## config.mk

```make
export PLATFORM = sky130hd
export DESIGN_NAME = lgs_top
export DESIGN_NICKNAME = d
export VERILOG_FILES = /design/src/lgs_pkg.sv /design/src/lgs_gate.sv /design/src/lgs_top.sv
export VERILOG_INCLUDE_DIRS = /design/src /design/src/src
export SDC_FILE = /design/constraint.sdc
export NUM_CORES = 1
export LEC_CHECK = 0
export BUFFER_PORTS_ARGS = -buffer_cell sky130_fd_sc_hd__buf_4
export CAP_MARGIN = 10
export CORE_MARGIN = 5
export CORE_UTILIZATION = 30
export DETAILED_ROUTE_END_ITERATION = 16
export PLACE_DENSITY = 0.47
export SYNTH_ARGS = -nofsm -noshare
export SYNTH_HDL_FRONTEND = slang
export SYNTH_SLANG_ARGS = --single-unit
export TNS_END_PERCENT = 100
```

## constraint.sdc

```tcl
create_clock -name clk_i -period 4.2 [get_ports clk_i]
set_input_delay 0.21 -clock clk_i [delete_from_list [all_inputs] [get_ports clk_i]]
set_output_delay 0.21 -clock clk_i [all_outputs]
set_load 0.02 [all_outputs]
```

## src/lgs_defs.svh

```systemverilog
// constants for the logic cell gate input select block
`ifndef LGS_DEFS_SVH
`define LGS_DEFS_SVH

// register byte offsets on the wishbone bus
`define LGS_OFF_GATE1   8'h00
`define LGS_OFF_GATE2   8'h04
`define LGS_OFF_GATE3   8'h08
`define LGS_OFF_POL     8'h0C
`define LGS_OFF_DSEL1   8'h10
`define LGS_OFF_DSEL2   8'h14
`define LGS_OFF_DSEL3   8'h18
`define LGS_OFF_DSEL4   8'h1C
`define LGS_OFF_STATUS  8'h20

// widths
`define LGS_SRC_W       6
`define LGS_NUM_GATES   3
`define LGS_NUM_DATA    4
`define LGS_ADR_W       8

// reset values (the gate selects have no defined power-on value, zero is used)
`define LGS_GSEL_RST    8'h00
`define LGS_POL_RST     3'h0
`define LGS_DSEL_RST    6'h00

// status register layout
`define LGS_ST_GATE_LSB 0
`define LGS_ST_DATA_LSB 4

`endif

```

## src/lgs_pkg.sv

```systemverilog
// types shared by the logic cell gate input select block
package lgs_pkg;

   // one gate select register: data 4 pair on top, true bit above inverted bit
   typedef struct packed {
      logic d4_true;
      logic d4_inv;
      logic d3_true;
      logic d3_inv;
      logic d2_true;
      logic d2_inv;
      logic d1_true;
      logic d1_inv;
   } lgs_gate_sel_type;

endpackage

```

## src/lgs_gate.sv

```systemverilog
// one gate: or of the selected data forms, then output polarity
`timescale 1ns/1ps
module lgs_gate (
   // selection
   input  wire logic                     invert_i,
   input  wire lgs_pkg::lgs_gate_sel_type sel_i,
   // data forms, same bit order as the select register
   input  wire logic [7:0]               pair_i,
   // result
   output logic                          gate_o
);

   wire logic [7:0] sel_bits = sel_i;
   wire logic       raw_or   = |(sel_bits & pair_i);

   assign gate_o = raw_or ^ invert_i;

endmodule // lgs_gate

```

## src/lgs_top.sv

```systemverilog
// logic cell gate input select with wishbone register access
`timescale 1ns/1ps
`include "lgs_defs.svh"

//////////////////////////////////////////////////////////////////////////////
// Overview of operation
// - gate 1 ORs data forms whose bits set
// - gate 2 selects forms from its own register
// - gate 3 selects forms from a third register
// - fields data4 top to data1, true above inverted
// - all select bits read/write, cleared to zero by reset
// - gate polarity bit one inverts gate output
// - each data signal muxed by six-bit source field
module lgs_top #(
   parameter int SRC_W = `LGS_SRC_W
) (
   // clock and reset
   input  wire logic                 clk_i,
   input  wire logic                 reset_i,
   // wishbone slave
   input  wire logic                 wb_cyc_i,
   input  wire logic                 wb_stb_i,
   input  wire logic                 wb_we_i,
   input  wire logic [7:0]           wb_adr_i,
   input  wire logic [3:0]           wb_sel_i,
   input  wire logic [31:0]          wb_dat_i,
   output logic      [31:0]          wb_dat_o,
   output logic                      wb_ack_o,
   // candidate signals for the data multiplexers
   input  wire logic [(1<<SRC_W)-1:0] src_i,
   // gate outputs toward the cell function logic
   output logic                      gate_one_out_o,
   output logic                      gate_two_out_o,
   output logic                      gate_three_out_o
);

   localparam int NG = `LGS_NUM_GATES;
   localparam int ND = `LGS_NUM_DATA;

   if (SRC_W < 1 || SRC_W > `LGS_SRC_W) begin : g_chk
      $error("lgs_top: SRC_W out of range");
   end

   //////////////////////////////////////////////////////////////////////////
   // state

   lgs_pkg::lgs_gate_sel_type gsel_q [NG];
   logic [NG-1:0]             pol_q;
   logic [SRC_W-1:0]          dsel_q [ND];
   logic [(1<<SRC_W)-1:0]     src_m_q;
   logic [(1<<SRC_W)-1:0]     src_s_q;
   logic [ND-1:0]             data_q;
   logic [NG-1:0]             gate_q;
   logic [NG-1:0]             gate_d;
   logic                      ack_q;
   logic [31:0]               dat_q;
   logic [31:0]               rd_d;

   //////////////////////////////////////////////////////////////////////////
   // bus decode

   wire logic       req     = wb_cyc_i & wb_stb_i & ~ack_q;
   wire logic       wr_en   = req & wb_we_i & wb_sel_i[0];
   wire logic [7:0] word    = {wb_adr_i[7:2], 2'b00};
   wire logic [7:0] wbyte   = wb_dat_i[7:0];

   localparam logic [7:0] GATE_OFF [NG] = '{`LGS_OFF_GATE1, `LGS_OFF_GATE2, `LGS_OFF_GATE3};
   localparam logic [7:0] DSEL_OFF [ND] =
      '{`LGS_OFF_DSEL1, `LGS_OFF_DSEL2, `LGS_OFF_DSEL3, `LGS_OFF_DSEL4};

   wire logic wr_pol = wr_en & (word == `LGS_OFF_POL);

   //////////////////////////////////////////////////////////////////////////
   // select registers and gates

   // data forms in register order: bit 2n+1 true, bit 2n inverted
   logic [7:0] pair;
   for (genvar n = 0; n < ND; n++) begin : g_pair
      assign pair[2*n+1] = data_q[n];
      assign pair[2*n]   = ~data_q[n];
   end

   for (genvar k = 0; k < NG; k++) begin : g_gate
      wire logic wr_g = wr_en & (word == GATE_OFF[k]);

      // zero stands in for the undefined power-on value
      always_ff @(posedge clk_i) begin
         if (reset_i) begin
            gsel_q[k] <= `LGS_GSEL_RST;
         end else if (wr_g) begin
            gsel_q[k] <= wbyte;
         end
      end

      lgs_gate u_gate (
         .invert_i (pol_q[k]),
         .sel_i    (gsel_q[k]),
         .pair_i   (pair),
         .gate_o   (gate_d[k])
      );
   end

   always_ff @(posedge clk_i) begin
      if (reset_i) begin
         pol_q <= `LGS_POL_RST;
      end else if (wr_pol) begin
         pol_q <= wbyte[NG-1:0];
      end
   end

   //////////////////////////////////////////////////////////////////////////
   // data multiplexers

   // candidates come from other clocks or pins, so two flops before use
   always_ff @(posedge clk_i) begin
      src_m_q <= src_i;
      src_s_q <= src_m_q;
   end

   for (genvar n = 0; n < ND; n++) begin : g_dsel
      wire logic wr_d = wr_en & (word == DSEL_OFF[n]);

      always_ff @(posedge clk_i) begin
         if (reset_i) begin
            dsel_q[n] <= SRC_W'(`LGS_DSEL_RST);
         end else if (wr_d) begin
            dsel_q[n] <= wbyte[SRC_W-1:0];
         end
      end

      always_ff @(posedge clk_i) begin
         if (reset_i) begin
            data_q[n] <= 1'b0;
         end else begin
            data_q[n] <= src_s_q[dsel_q[n]];
         end
      end
   end

   // gate outputs registered so the cell logic sees glitch-free levels
   always_ff @(posedge clk_i) begin
      if (reset_i) begin
         gate_q <= '0;
      end else begin
         gate_q <= gate_d;
      end
   end

   assign gate_one_out_o   = gate_q[0];
   assign gate_two_out_o   = gate_q[1];
   assign gate_three_out_o = gate_q[2];

   //////////////////////////////////////////////////////////////////////////
   // read back and acknowledge

   always_comb begin
      rd_d = '0;
      case (word)
         `LGS_OFF_GATE1:  rd_d[7:0] = gsel_q[0];
         `LGS_OFF_GATE2:  rd_d[7:0] = gsel_q[1];
         `LGS_OFF_GATE3:  rd_d[7:0] = gsel_q[2];
         `LGS_OFF_POL:    rd_d[NG-1:0] = pol_q;
         `LGS_OFF_DSEL1:  rd_d[SRC_W-1:0] = dsel_q[0];
         `LGS_OFF_DSEL2:  rd_d[SRC_W-1:0] = dsel_q[1];
         `LGS_OFF_DSEL3:  rd_d[SRC_W-1:0] = dsel_q[2];
         `LGS_OFF_DSEL4:  rd_d[SRC_W-1:0] = dsel_q[3];
         `LGS_OFF_STATUS: begin
            rd_d[`LGS_ST_GATE_LSB +: NG] = gate_q;
            rd_d[`LGS_ST_DATA_LSB +: ND] = data_q;
         end
         default:         rd_d = '0;
      endcase
   end

   // one wait state: ack follows the request by one edge, unmapped reads give zero
   always_ff @(posedge clk_i) begin
      if (reset_i) begin
         ack_q <= 1'b0;
         dat_q <= '0;
      end else begin
         ack_q <= req;
         dat_q <= req ? rd_d : dat_q;
      end
   end

   assign wb_ack_o = ack_q;
   assign wb_dat_o = dat_q;

   // reference built field by field, so a swapped pair wiring cannot hide
   function automatic logic sel_or(lgs_pkg::lgs_gate_sel_type s, logic [ND-1:0] d);
      return (s.d4_true & d[3]) | (s.d4_inv & ~d[3])
           | (s.d3_true & d[2]) | (s.d3_inv & ~d[2])
           | (s.d2_true & d[1]) | (s.d2_inv & ~d[1])
           | (s.d1_true & d[0]) | (s.d1_inv & ~d[0]);
   endfunction
endmodule // lgs_top
```

==> results of run 1 <==
[metal layers]
metal  global-route usage [%]  share of wire, %  vias up
met5                        0                 0        -
met3                    2.820               5.9       24
li1                         -                 -     2533
met4                    4.776               1.5        0
met1                    19.46                46     2642
met2                    22.27                46      213
[state kept, by name, indices dropped and copies added, names as in the netlist]
name,count
data_q,4
src_s_q,64
wb_ack_o,1
gsel_q,24
gate_q,3
src_m_q,64
pol_q,3
dsel_q,24
wb_dat_o,8
[cells in the final DEF, fill, tap and decap left out, drive strengths merged, types with 9 or more instances in the layout]
| master | count |
|---|---|
| mux4 | 65 |
| mux2i | 46 |
| dfxtp | 147 |
| clkbuf | 18 |
| and2 | 49 |
| inv | 15 |
| buf | 100 |
| edfxtp | 48 |
| nor2 | 26 |
| conb | 24 |
| dlygate4sd3 | 64 |
| a21oi | 9 |
| nand2 | 13 |
[cell type report]
class                      count  area share, %
clock buffer                  18          4.197
clock inverter                14          2.009
inverter                       8         0.2869
multi-input combinational    359          34.24
sequential                   195          41.89
tap                          341          4.077
timing repair buffer         164          13.30
[how the worst min path moves through the flow]
stage | start | endpoint
final | wb_dat_i[6] | gsel_q[2][6]$_SDFFCE_PN0P_
after global routing | wb_dat_i[7] | gsel_q[0][7]$_SDFFCE_PN0P_
after CTS | wb_dat_i[6] | gsel_q[2][6]$_SDFFCE_PN0P_
after detailed placement | src_m_q[34]$_DFF_P_ | src_s_q[34]$_DFF_P_
after global placement | src_i[52] | src_m_q[52]$_DFF_P_
after floorplan | src_i[0] | src_m_q[0]$_DFF_P_
[per-stage QoR]
| stage | std cells | total power, µW | cell area (µm²) | setup slack, ns | hold WS, ns |
|---|---|---|---|---|---|
| after floorplan | 619 | 2352 | 8346 | 2.290 | 0.2377 |
| after global placement | 1003 | 2496 | 9175 | 1.563 | 0.3151 |
| after detailed placement | 1003 | 2503 | 9175 | 1.543 | 0.3121 |
| after CTS | 1099 | 4297 | 10470 | 1.532 | 0.05702 |
| after global routing | 1099 | 4417 | 10470 | 1.393 | 0.06651 |
| final | 1099 | 4252 | 10470 | 1.548 | 0.08159 |
[power breakdown]
part	internal, µW	switching [µW]
logic	235	165
registers	2010	94.8
clock network	940	808
total	3180	1070
[cells by family after synthesis]
logic type | after synthesis
AO/OA/AOI/OAI | 75
other | 1
XOR/XNOR | 3
AND/OR/NAND/NOR | 138
flip-flops | 195
buffers and inverters | 65
multiplexers | 119
==> summary.txt, run 1 <==
Timing
  • Worst slew pin tran: about 1.0 ns
  • Slew headroom: a little under a third
  • Final setup violating endpoints: 0
  • Peak Freq: ~380 MHz
  • Layout Skew: between 0.01 and 0.015 ns
  • RSZ-0062 raised after global routing: no
  • Post-route minimum period: between 2 and 3 ns
  • Slew Viols, Final: 0
  • Setup TNS: 0 ns
  • Part of the cycle the worst path needs: approximately 63%
  • Fin. Hold Viols: 0

Setup path
  • Critical path required time: between 4 and 5 ns
  • CP max FO: 13
  • Slowest stage cell, crit path: edfxtp_1
  • R2r startpoint: dsel_q[2][0]$_SDFFCE_PN0P_
  • Worst Setup End Kind: register
  • Crit path to: data_q[2]$_SDFF_PP0_
  • Worst path top cell family by delay: flip-flops
  • Crit Path Category: register to register
  • Crit path from: dsel_q[2][0]$_SDFFCE_PN0P_
  • FF-to-FF setup slack: about 1.5 ns
  • Crit path DAT: around 3.0 ns
  • R2R cell count: 6
  • Levels on crit path: 6
  • WP buf/inv: 1
  • R2R Path End: data_q[2]$_SDFF_PP0_
  • CP Cell Sequence: buf_4 -> mux4_1 -> mux2i_1 -> o211ai_1 -> and3b_1 -> a22o_1
  • CP Launch Type: register
  • CP peak stage delay: slightly above 0.9 ns

Synth
  • Synth warn: 0
  • Post-Syn Area: around 8300 µm²
  • Yosys top cell area share: around 36%
  • Synth area leaders: dfxtp_1 (36%), edfxtp_1 (17%), mux4_2 (10%)
  • Most common cell in the netlist: dfxtp_1
  • Syn_area_per_cell: approximately 14 µm²
  • Largest area contributor in the netlist: dfxtp_1
  • Synth Area in XOR/XNOR: 0.3181%
  • Yosys cell types: 56
  • Adder-Cell Fraction of Synth Area: 0%
  • Post-synthesis compound-gate area fraction: ~6.6%
  • Seq/Total Area, Yosys: 53.08%
  • EDFF count, synth: 48
  • Synth async-reset ratio: 0%
  • Synth Instances: ~600
  • Ys flop type: dfxtp_1
  • Post-Synth Simple-Gate Area: approximately 9.7%
  • Largest family of logic cells by synthesized area: multiplexers
  • Synthesized flop and latch total: slightly below 200
  • Mux contribution to synthesized area: 25.66%
  • Synth cell count leaders: dfxtp_1 (147), and2_1 (49), edfxtp_1 (48), mux2i_1 (46), mux4_2 (37)

CTS
  • CTS tree: yes
  • Clock-pin transition on the worst setup and hold timing paths: 0.08 ns
  • # H-tree levels: 4
  • Hold_buf cts: 64
  • Num CTS Buffers: 17
  • Clock root buffer: clkbuf_16
  • Worst skew pair latency: ~0.44 ns
  • Setup bufs post-CTS: 0
  • Max Root-Sink Buffers: 2
  • CTS resizes: 0
  • CTS sink count: roughly 200

Global routing
  • First-pass GRT wire length: roughly 33 mm
  • Initial antenna violation count: 0
  • Via count of the first global-routing pass: about 5.6k
  • Remaining global-route overflow: 0
  • Largest net degree at the start of global routing: 38
  • Total GRT Usage: 14.10%

Routing
  • DR WL/cell: about 20 µm
  • Initial drt markers: between 400 and 500
  • Drt pass-1 iters: 5
  • Final ANT Viol Nets: 0
  • # DRC: 0
  • Post-Route WL: 21.48 mm
  • Via Count: approximately 5.4k
  • DR vias/cell: roughly 4.9

Die
  • # IOs: 149
  • Die Wd: 175.9 µm
  • Row cnt: 60
  • Core area: around 27000 µm²
  • Die area: roughly 31000 µm²
  • Initial core utilization: 30.56%
  • Die Span Y: around 180 µm

Cells and area
  • Final Core Density: roughly 39%
  • Area occupied by multi-input gates: about 3600 µm²
  • Antenna Cells: 0
  • NumNets Final: 858
  • Share of layout cells above drive strength 1: between 20% and 30%
  • Register area: roughly 4400 µm²
  • Area growth syn-to-layout: 26.71%
  • Fill cells: about 2.6k

Run status
  • Outcome: finished, final reports clean

Placement
  • Hpwl dp: 15.24 mm
  • Number of port buffers: 95
  • Routability cong.: roughly 0.80

Pwr
  • Power density cells: 406.3 nW/µm²
  • Max rail drop VDD: roughly 260 µV
  • Leak: 0.004119 µW

Hold path
  • Min-Delay Path Depth: 2
  • Hold Crit Class: input pin to register

Job
  • Max_cap viols: 0
(Power assumes the default switching activity.)
==> run 2, diff against run 1 <==
--- a/config.mk
+++ b/config.mk
@@ -6,6 +6,7 @@
 export SDC_FILE = /design/constraint.sdc
 export NUM_CORES = 1
 export LEC_CHECK = 0
+export ABC_AREA = 1
 export BUFFER_PORTS_ARGS = -buffer_cell sky130_fd_sc_hd__buf_4
 export CAP_MARGIN = 10
 export CORE_MARGIN = 5
==> constraint.sdc (replaced) <==
create_clock -name clk_i -period 2.6 [get_ports clk_i]
set_input_delay 0.13 -clock clk_i [delete_from_list [all_inputs] [get_ports clk_i]]
set_output_delay 0.13 -clock clk_i [all_outputs]
set_load 0.02 [all_outputs]
==> run 2 against run 1 <==
Clock power up 57%. Routed wire length grew 27%. Count of clock-buffer cells in the layout decreased by 1. Total power rose by 61%. Largest cell class unchanged. Largest power group unchanged.
==> summary.txt, run 2 <==
Run status
  • Outcome: finished, final reports clean

Synth
  • Post-Syn Area: between 8000 and 9000 µm²
  • Synth area leaders: dfxtp_1 (35%), nand2_1 (18%), edfxtp_1 (17%)
  • Most common cell in the netlist: nand2_1
  • Synth warn: 0
  • Yosys cell types: 25
  • Ys flop type: dfxtp_1
  • Synthesized flop and latch total: between 150 and 200
  • EDFF count, synth: 48
  • Synth Instances: roughly 1.1k
  • Seq/Total Area, Yosys: 51.81%
  • Syn_area_per_cell: approximately 7.6 µm²
  • Synth cell count leaders: nand2_1 (412), nand3_1 (232), dfxtp_1 (147), nor2_1 (71), edfxtp_1 (48)
  • Yosys top cell area share: a little over a third
  • Largest area contributor in the netlist: dfxtp_1
  • Synth async-reset ratio: 0%

Routing
  • DR vias/cell: 4.729
  • # DRC: 0
  • Final ANT Viol Nets: 0
  • DR WL/cell: roughly 17 µm
  • Initial drt markers: 745
  • Via Count: a little under 8k
  • Post-Route WL: 27.29 mm
  • Drt pass-1 iters: 5

Timing
  • Part of the cycle the worst path needs: around four fifths
  • Worst slew pin tran: 0.9686 ns
  • Final setup violating endpoints: 0
  • Fin. Hold Viols: 0
  • Final WS setup: 0.4947 ns
  • Slew Viols, Final: 0
  • Peak Freq: between 400 and 500 MHz
  • Post-route minimum period: roughly 2.1 ns
  • Setup TNS: 0 ns
  • Slew headroom: between 30% and 40%
  • Final hold slack: about 0.014 ns
  • RSZ-0062 raised after global routing: no
  • Layout Skew: 0.009110 ns

Placement
  • Number of port buffers: between 90 and 100
  • Hpwl dp: about 19 mm
  • Routability cong.: between 0.8 and 0.9
  • Setup slack at placement: 0.5437 ns
  • Post-Place Cells: 1555

CTS
  • Hold_buf cts: between 60 and 70
  • Clock root buffer: clkbuf_16
  • Clock-pin transition on the worst setup and hold timing paths: roughly 0.080 ns
  • CTS tree: yes
  • Max Root-Sink Buffers: 2
  • Setup bufs post-CTS: 0
  • CTS resizes: 0
  • Worst skew pair latency: around 0.43 ns
  • Num CTS Buffers: 17
  • # H-tree levels: 4
  • CTS sink count: slightly below 200

Global routing
  • Remaining global-route overflow: 0
  • Via count of the first global-routing pass: 7468
  • First-pass GRT wire length: 42.74 mm
  • Initial antenna violation count: 0
  • Total GRT Usage: 17.59%
  • Largest net degree at the start of global routing: 34

Cells and area
  • Area growth syn-to-layout: 27.35%
  • Most common cell after layout, fill and taps aside: nand2_1
  • Largest regs: src_m_q: 64 flops, src_s_q: 64 flops
  • Commonest cells after routing, fill and taps aside: nand2_1 (412), nand3_1 (232), dfxtp_1 (147), buf_4 (113), nor2_1 (71)
  • Share of layout cells above drive strength 1: between 10 and 15%
  • Antenna Cells: 0
  • Fin cells: 1654
  • NumNets Final: approximately 1.4k

Setup path
  • Crit Path Category: register to register
  • Critical path required time: approximately 2.8 ns
  • Crit path from: wb_ack_o$_SDFF_PP0_
  • CP max FO: 10
  • R2r startpoint: wb_ack_o$_SDFF_PP0_
  • Slowest stage cell, crit path: o21ai_0
  • Worst Setup End Kind: register
  • CP peak stage delay: 0.71 ns
  • Crit path DAT: 2.26 ns
  • CP Launch Type: register
  • CP Cell Sequence: nor2_4 -> nand3_2 -> o21ai_0 -> buf_4

Pwr
  • Max rail drop VDD: 413.5 µV
  • Power density cells: 634.5 nW/µm²
  • Leak: just under 0.005 µW

Die
  • Row cnt: 61
  • Die area: roughly 32000 µm²
  • # IOs: around 150
  • Die Span Y: 177.9 µm
  • Initial core utilization: between 30% and 40%
  • Die Wd: between 150 and 200 µm
  • Core area: about 28000 µm²

Hold path
  • Hold Crit Class: input pin to register
  • HP Start: reset_i

Job
  • Max_cap viols: 0
-- run 2: changes by cell type after synthesis, moves of 12 or more --
cell and change:
mux2i_1 -46, mux4_2 -37, mux4_1 -28, inv_2 +12, buf_2 +26, inv_1 +30, nand2_1 +399, nor2_1 +45
nand3_1 +226, and2_1 -49
-- run 2: report_power, final --
group / total [µW] / internal (µW) / switching, µW / leakage [µW]
Sequential: 3360 / 3250 / 115 / 0.00172
Combinational: 741 / 308 / 433 / 0.00282
Clock: 2740 / 1390 / 1340 / 0.000296
Total: 6840 / 4950 / 1890 / 0.00483
-- run 2: cell families after synthesis --
kind of cell	synth area share [%]
and+or+nand+nor	37.56
DFF	51.81
buffers and inverters	7.245
AOI/OAI and AO/OA	2.809
muxes	0.5323
other	0.04432
-- run 2: through the flow --
step,power (µW),util (%),instance area (µm²)
after floorplan,3807,-,8548
after CTS,6893,38.79,10780
after global routing,7129,38.79,10780
final,6837,38.79,10780
after global placement,4086,34.19,9499
after detailed placement,4089,34.19,9499
-- run 2: layout make-up --
| class | count | area, µm² |
|---|---|---|
| repair buffers | 182 | 1559 |
| fillers | 2887 | 17010 |
| clock inverters | 15 | 181.4 |
| multi-input cells | 813 | 3551 |
| well taps | 378 | 473.0 |
| clock buffers | 17 | 425.4 |
| inverters | 54 | 202.7 |
| flip-flops and latches | 195 | 4384 |
-- run 2: final timing paths --
kind,end,slack [ns],cells after the start
min,wb_dat_o[6]$_SDFFE_PP0N_,0.01,2
max reg2reg,gsel_q[1][1]$_SDFFCE_PN0P_,0.49,4
min reg2reg,src_s_q[59]$_DFF_P_,0.32,0
max,gsel_q[1][1]$_SDFFCE_PN0P_,0.49,4
-- run 2: layer usage --
metal  part of all wire, %  global-route usage (%)  vias up  routed length [µm]
met5                     0                       0        -                   0
met4                   1.5                   4.061        0                 396
met3                   6.1                   3.174       34                1652
met2                    46                   28.54      285               12560
met1                    46                   24.42     3640               12680
li1                      -                       -     3862                   -
-- run 2: critical path: cells and delay by family, from the launching register on --
family / cells / cell delay, ns
buffers and inverters: 1 / 0.27
AO/OA/AOI/OAI: 1 / 0.71
AND/OR/NAND/NOR: 2 / 0.50
flip-flops: 1 / 0.34
==> run 3, diff against run 2 <==
==> constraint.sdc (replaced) <==
create_clock -name clk_i -period 2 [get_ports clk_i]
set_input_delay 0.1 -clock clk_i [delete_from_list [all_inputs] [get_ports clk_i]]
set_output_delay 0.1 -clock clk_i [all_outputs]
set_load 0.02 [all_outputs]
==> run 3 against run 2 <==
Count of clock-buffer cells in the layout stayed put. Sequential share of layout area is 0.66 points lower. Non-clock buffer count is 20 higher. Combinational power is 34% higher. Global-route usage is 0.075 points higher. Largest cell class unchanged. Largest power group unchanged. Highest routed layer unchanged.
==> summary.txt, run 3 (synthesized netlist as in run 2, its figures left out) <==
Timing
  • Layout Skew: between 0.009 and 0.01 ns
  • Setup TNS: 0 ns
  • Fin. Hold Viols: 0
  • Final setup violating endpoints: 0
  • Final WS setup: 0.1952 ns
  • Part of the cycle the worst path needs: between 90 and 100%
  • RSZ-0062 raised after global routing: no
  • Slew headroom: about two thirds
  • Slew Viols, Final: 0
  • Worst slew pin tran: ~0.52 ns
  • Post-route minimum period: 1.805 ns
  • Peak Freq: around 550 MHz

Routing
  • # DRC: 0
  • Via Count: around 8k
  • Post-Route WL: between 20 and 30 mm
  • DR vias/cell: about 4.7
  • DR WL/cell: roughly 16 µm
  • Initial drt markers: between 700 and 800
  • Final ANT Viol Nets: 0
  • Drt pass-1 iters: 6

Placement
  • Hpwl dp: between 15 and 20 mm
  • Post-Place Cells: approximately 1.6k
  • Setup slack at placement: roughly 0.25 ns
  • Number of port buffers: between 90 and 100
  • Routability cong.: approximately 0.90

Cells and area
  • NumNets Final: 1396
  • Largest regs: src_m_q: 64 flops, src_s_q: 64 flops
  • Fin cells: 1674
  • Commonest cells after routing, fill and taps aside: nand2_1 (412), nand3_1 (232), dfxtp_1 (147), buf_4 (129), nor2_1 (71)
  • Antenna Cells: 0
  • Share of layout cells above drive strength 1: between 10% and 20%
  • Final Core Density: between 30% and 40%
  • Most common cell after layout, fill and taps aside: nand2_1
  • Fill cells: between 2k and 3k
  • Area growth syn-to-layout: 29.45%

CTS
  • Max Root-Sink Buffers: 2
  • Num CTS Buffers: 17
  • # H-tree levels: 4
  • Clock-pin transition on the worst setup and hold timing paths: 0.08 ns
  • CTS tree: yes
  • CTS sink count: 195
  • Clock root buffer: clkbuf_16
  • Worst skew pair latency: roughly 0.44 ns
  • Setup bufs post-CTS: 0

Die
  • Die Span Y: 177.9 µm
  • Core area: between 20000 and 30000 µm²
  • Row cnt: 61
  • Initial core utilization: between 30% and 40%
  • Die area: roughly 32000 µm²
  • Die Wd: between 150 and 200 µm
  • # IOs: between 100 and 150

Job
  • Max_cap viols: 0

Setup path
  • CP Launch Type: register
  • Crit path DAT: between 2 and 2.5 ns
  • Critical path required time: 2.33 ns
  • R2R Path End: data_q[2]$_SDFF_PP0_
  • Worst Setup End Kind: register
  • CP max FO: 15
  • R2R cell count: 10
  • Crit Path Category: register to register
  • FF-to-FF setup slack: 0.20 ns
  • R2r startpoint: dsel_q[2][0]$_SDFFCE_PN0P_

Global routing
  • Largest net degree at the start of global routing: 34
  • Remaining global-route overflow: 0
  • Via count of the first global-routing pass: about 7.4k
  • Met1 Use GR: 24.42%
  • Initial antenna violation count: 0
  • First-pass GRT wire length: 42.64 mm
  • Total GRT Usage: ~18%
  • GRT Max-Usage Layer: met2
  • Global routing usage on met3: 2.748%
  • GR Util met2: between 20 and 30%

Pwr
  • Gate power share: between 10 and 15%
  • Max rail drop VDD: about 530 µV
  • Clock Power Share: around 40%
  • Power density cells: slightly above 800 nW/µm²
  • Total power: between 8000 and 9000 µW
  • Sequential share of power: between 40% and 50%
  • Leak: between 0.004 and 0.005 µW
  • Sw Ratio: 27.60%
  • P_sw: about 2500 µW
  • Pint: 6452 µW

Run status
  • Outcome: finished, final reports clean

Hold path
  • HP Start: reset_i
  • Hold Crit Class: input pin to register
  • Hold Path Sink: wb_dat_o[7]$_SDFFE_PP0N_
  • Min-Delay Path Depth: 3
==> run 3: how the worst max path moves through the flow <==
| stage | from | end | slack, ns |
|---|---|---|---|
| 3_5_place_dp | dsel_q[2][0]$_SDFFCE_PN0P_ | data_q[2]$_SDFF_PP0_ | 0.25 |
| 6_report | dsel_q[2][0]$_SDFFCE_PN0P_ | data_q[2]$_SDFF_PP0_ | 0.20 |
| 4_1_cts | dsel_q[2][0]$_SDFFCE_PN0P_ | data_q[2]$_SDFF_PP0_ | 0.22 |
| 5_1_grt | dsel_q[2][0]$_SDFFCE_PN0P_ | data_q[2]$_SDFF_PP0_ | 0.08 |
| 2_1_floorplan | wb_ack_o$_SDFF_PP0_ | gsel_q[1][0]$_SDFFCE_PN0P_ | 0.21 |
| 3_3_place_gp | dsel_q[2][0]$_SDFFCE_PN0P_ | data_q[2]$_SDFF_PP0_ | 0.27 |
==> run 3: layer usage <==
| layer | up-vias | part of all wire, % |
|---|---|---|
| met4 | 0 | 1.8 |
| met3 | 40 | 6.8 |
| met5 | - | 0 |
| met1 | 3632 | 45 |
| met2 | 304 | 46 |
| li1 | 3906 | - |
==> run 3: power by group through the flow <==
stage | clock network [µW] | registers (µW) | logic, µW
3_5_place_dp | 0 | 4460 | 881
5_1_grt | 3800 | 4400 | 1100
2_1_floorplan | 0 | 4400 | 545
4_1_cts | 3640 | 4370 | 990
3_3_place_gp | 0 | 4460 | 879
6_report | 3550 | 4370 | 993
==> run 3: final cells by class <==
type | count | area [µm²] | share of cell area (%)
tap | 378 | 473.0 | 4.318
clock inverter | 15 | 178.9 | 1.633
multi-input combinational | 813 | 3551 | 32.42
sequential | 195 | 4384 | 40.02
clock buffer | 17 | 425.4 | 3.883
timing repair buffer | 202 | 1739 | 15.88
inverter | 54 | 202.7 | 1.850
==> run 3: worst max-delay path, stage by stage (launching register included) <==
cell	delay (ns)
edfxtp_1	0.40
inv_2	0.27
buf_4	0.24
nand2_1	0.06
nand3_1	0.07
nand3_1	0.10
nand2_1	0.08
nand2_1	0.05
nand3_1	0.08
nand3_1	0.07
a21oi_1	0.28
==> run 3: what timing repair did <==
action,in CTS,in global routing
resized for setup,0,0
endpoints found under the setup margin,0,0
hold buffers,69,0
endpoints found under the hold margin,70,0
==> run 3: metrics by stage <==
step | instance area [µm²] | hold slack [ns]
global placement | 9659 | 0.2041
floorplan | 8548 | 0.1277
CTS | 10950 | 0.07279
detailed placement | 9659 | 0.2056
global route | 10950 | 0.08528
finish | 10950 | 0.07416
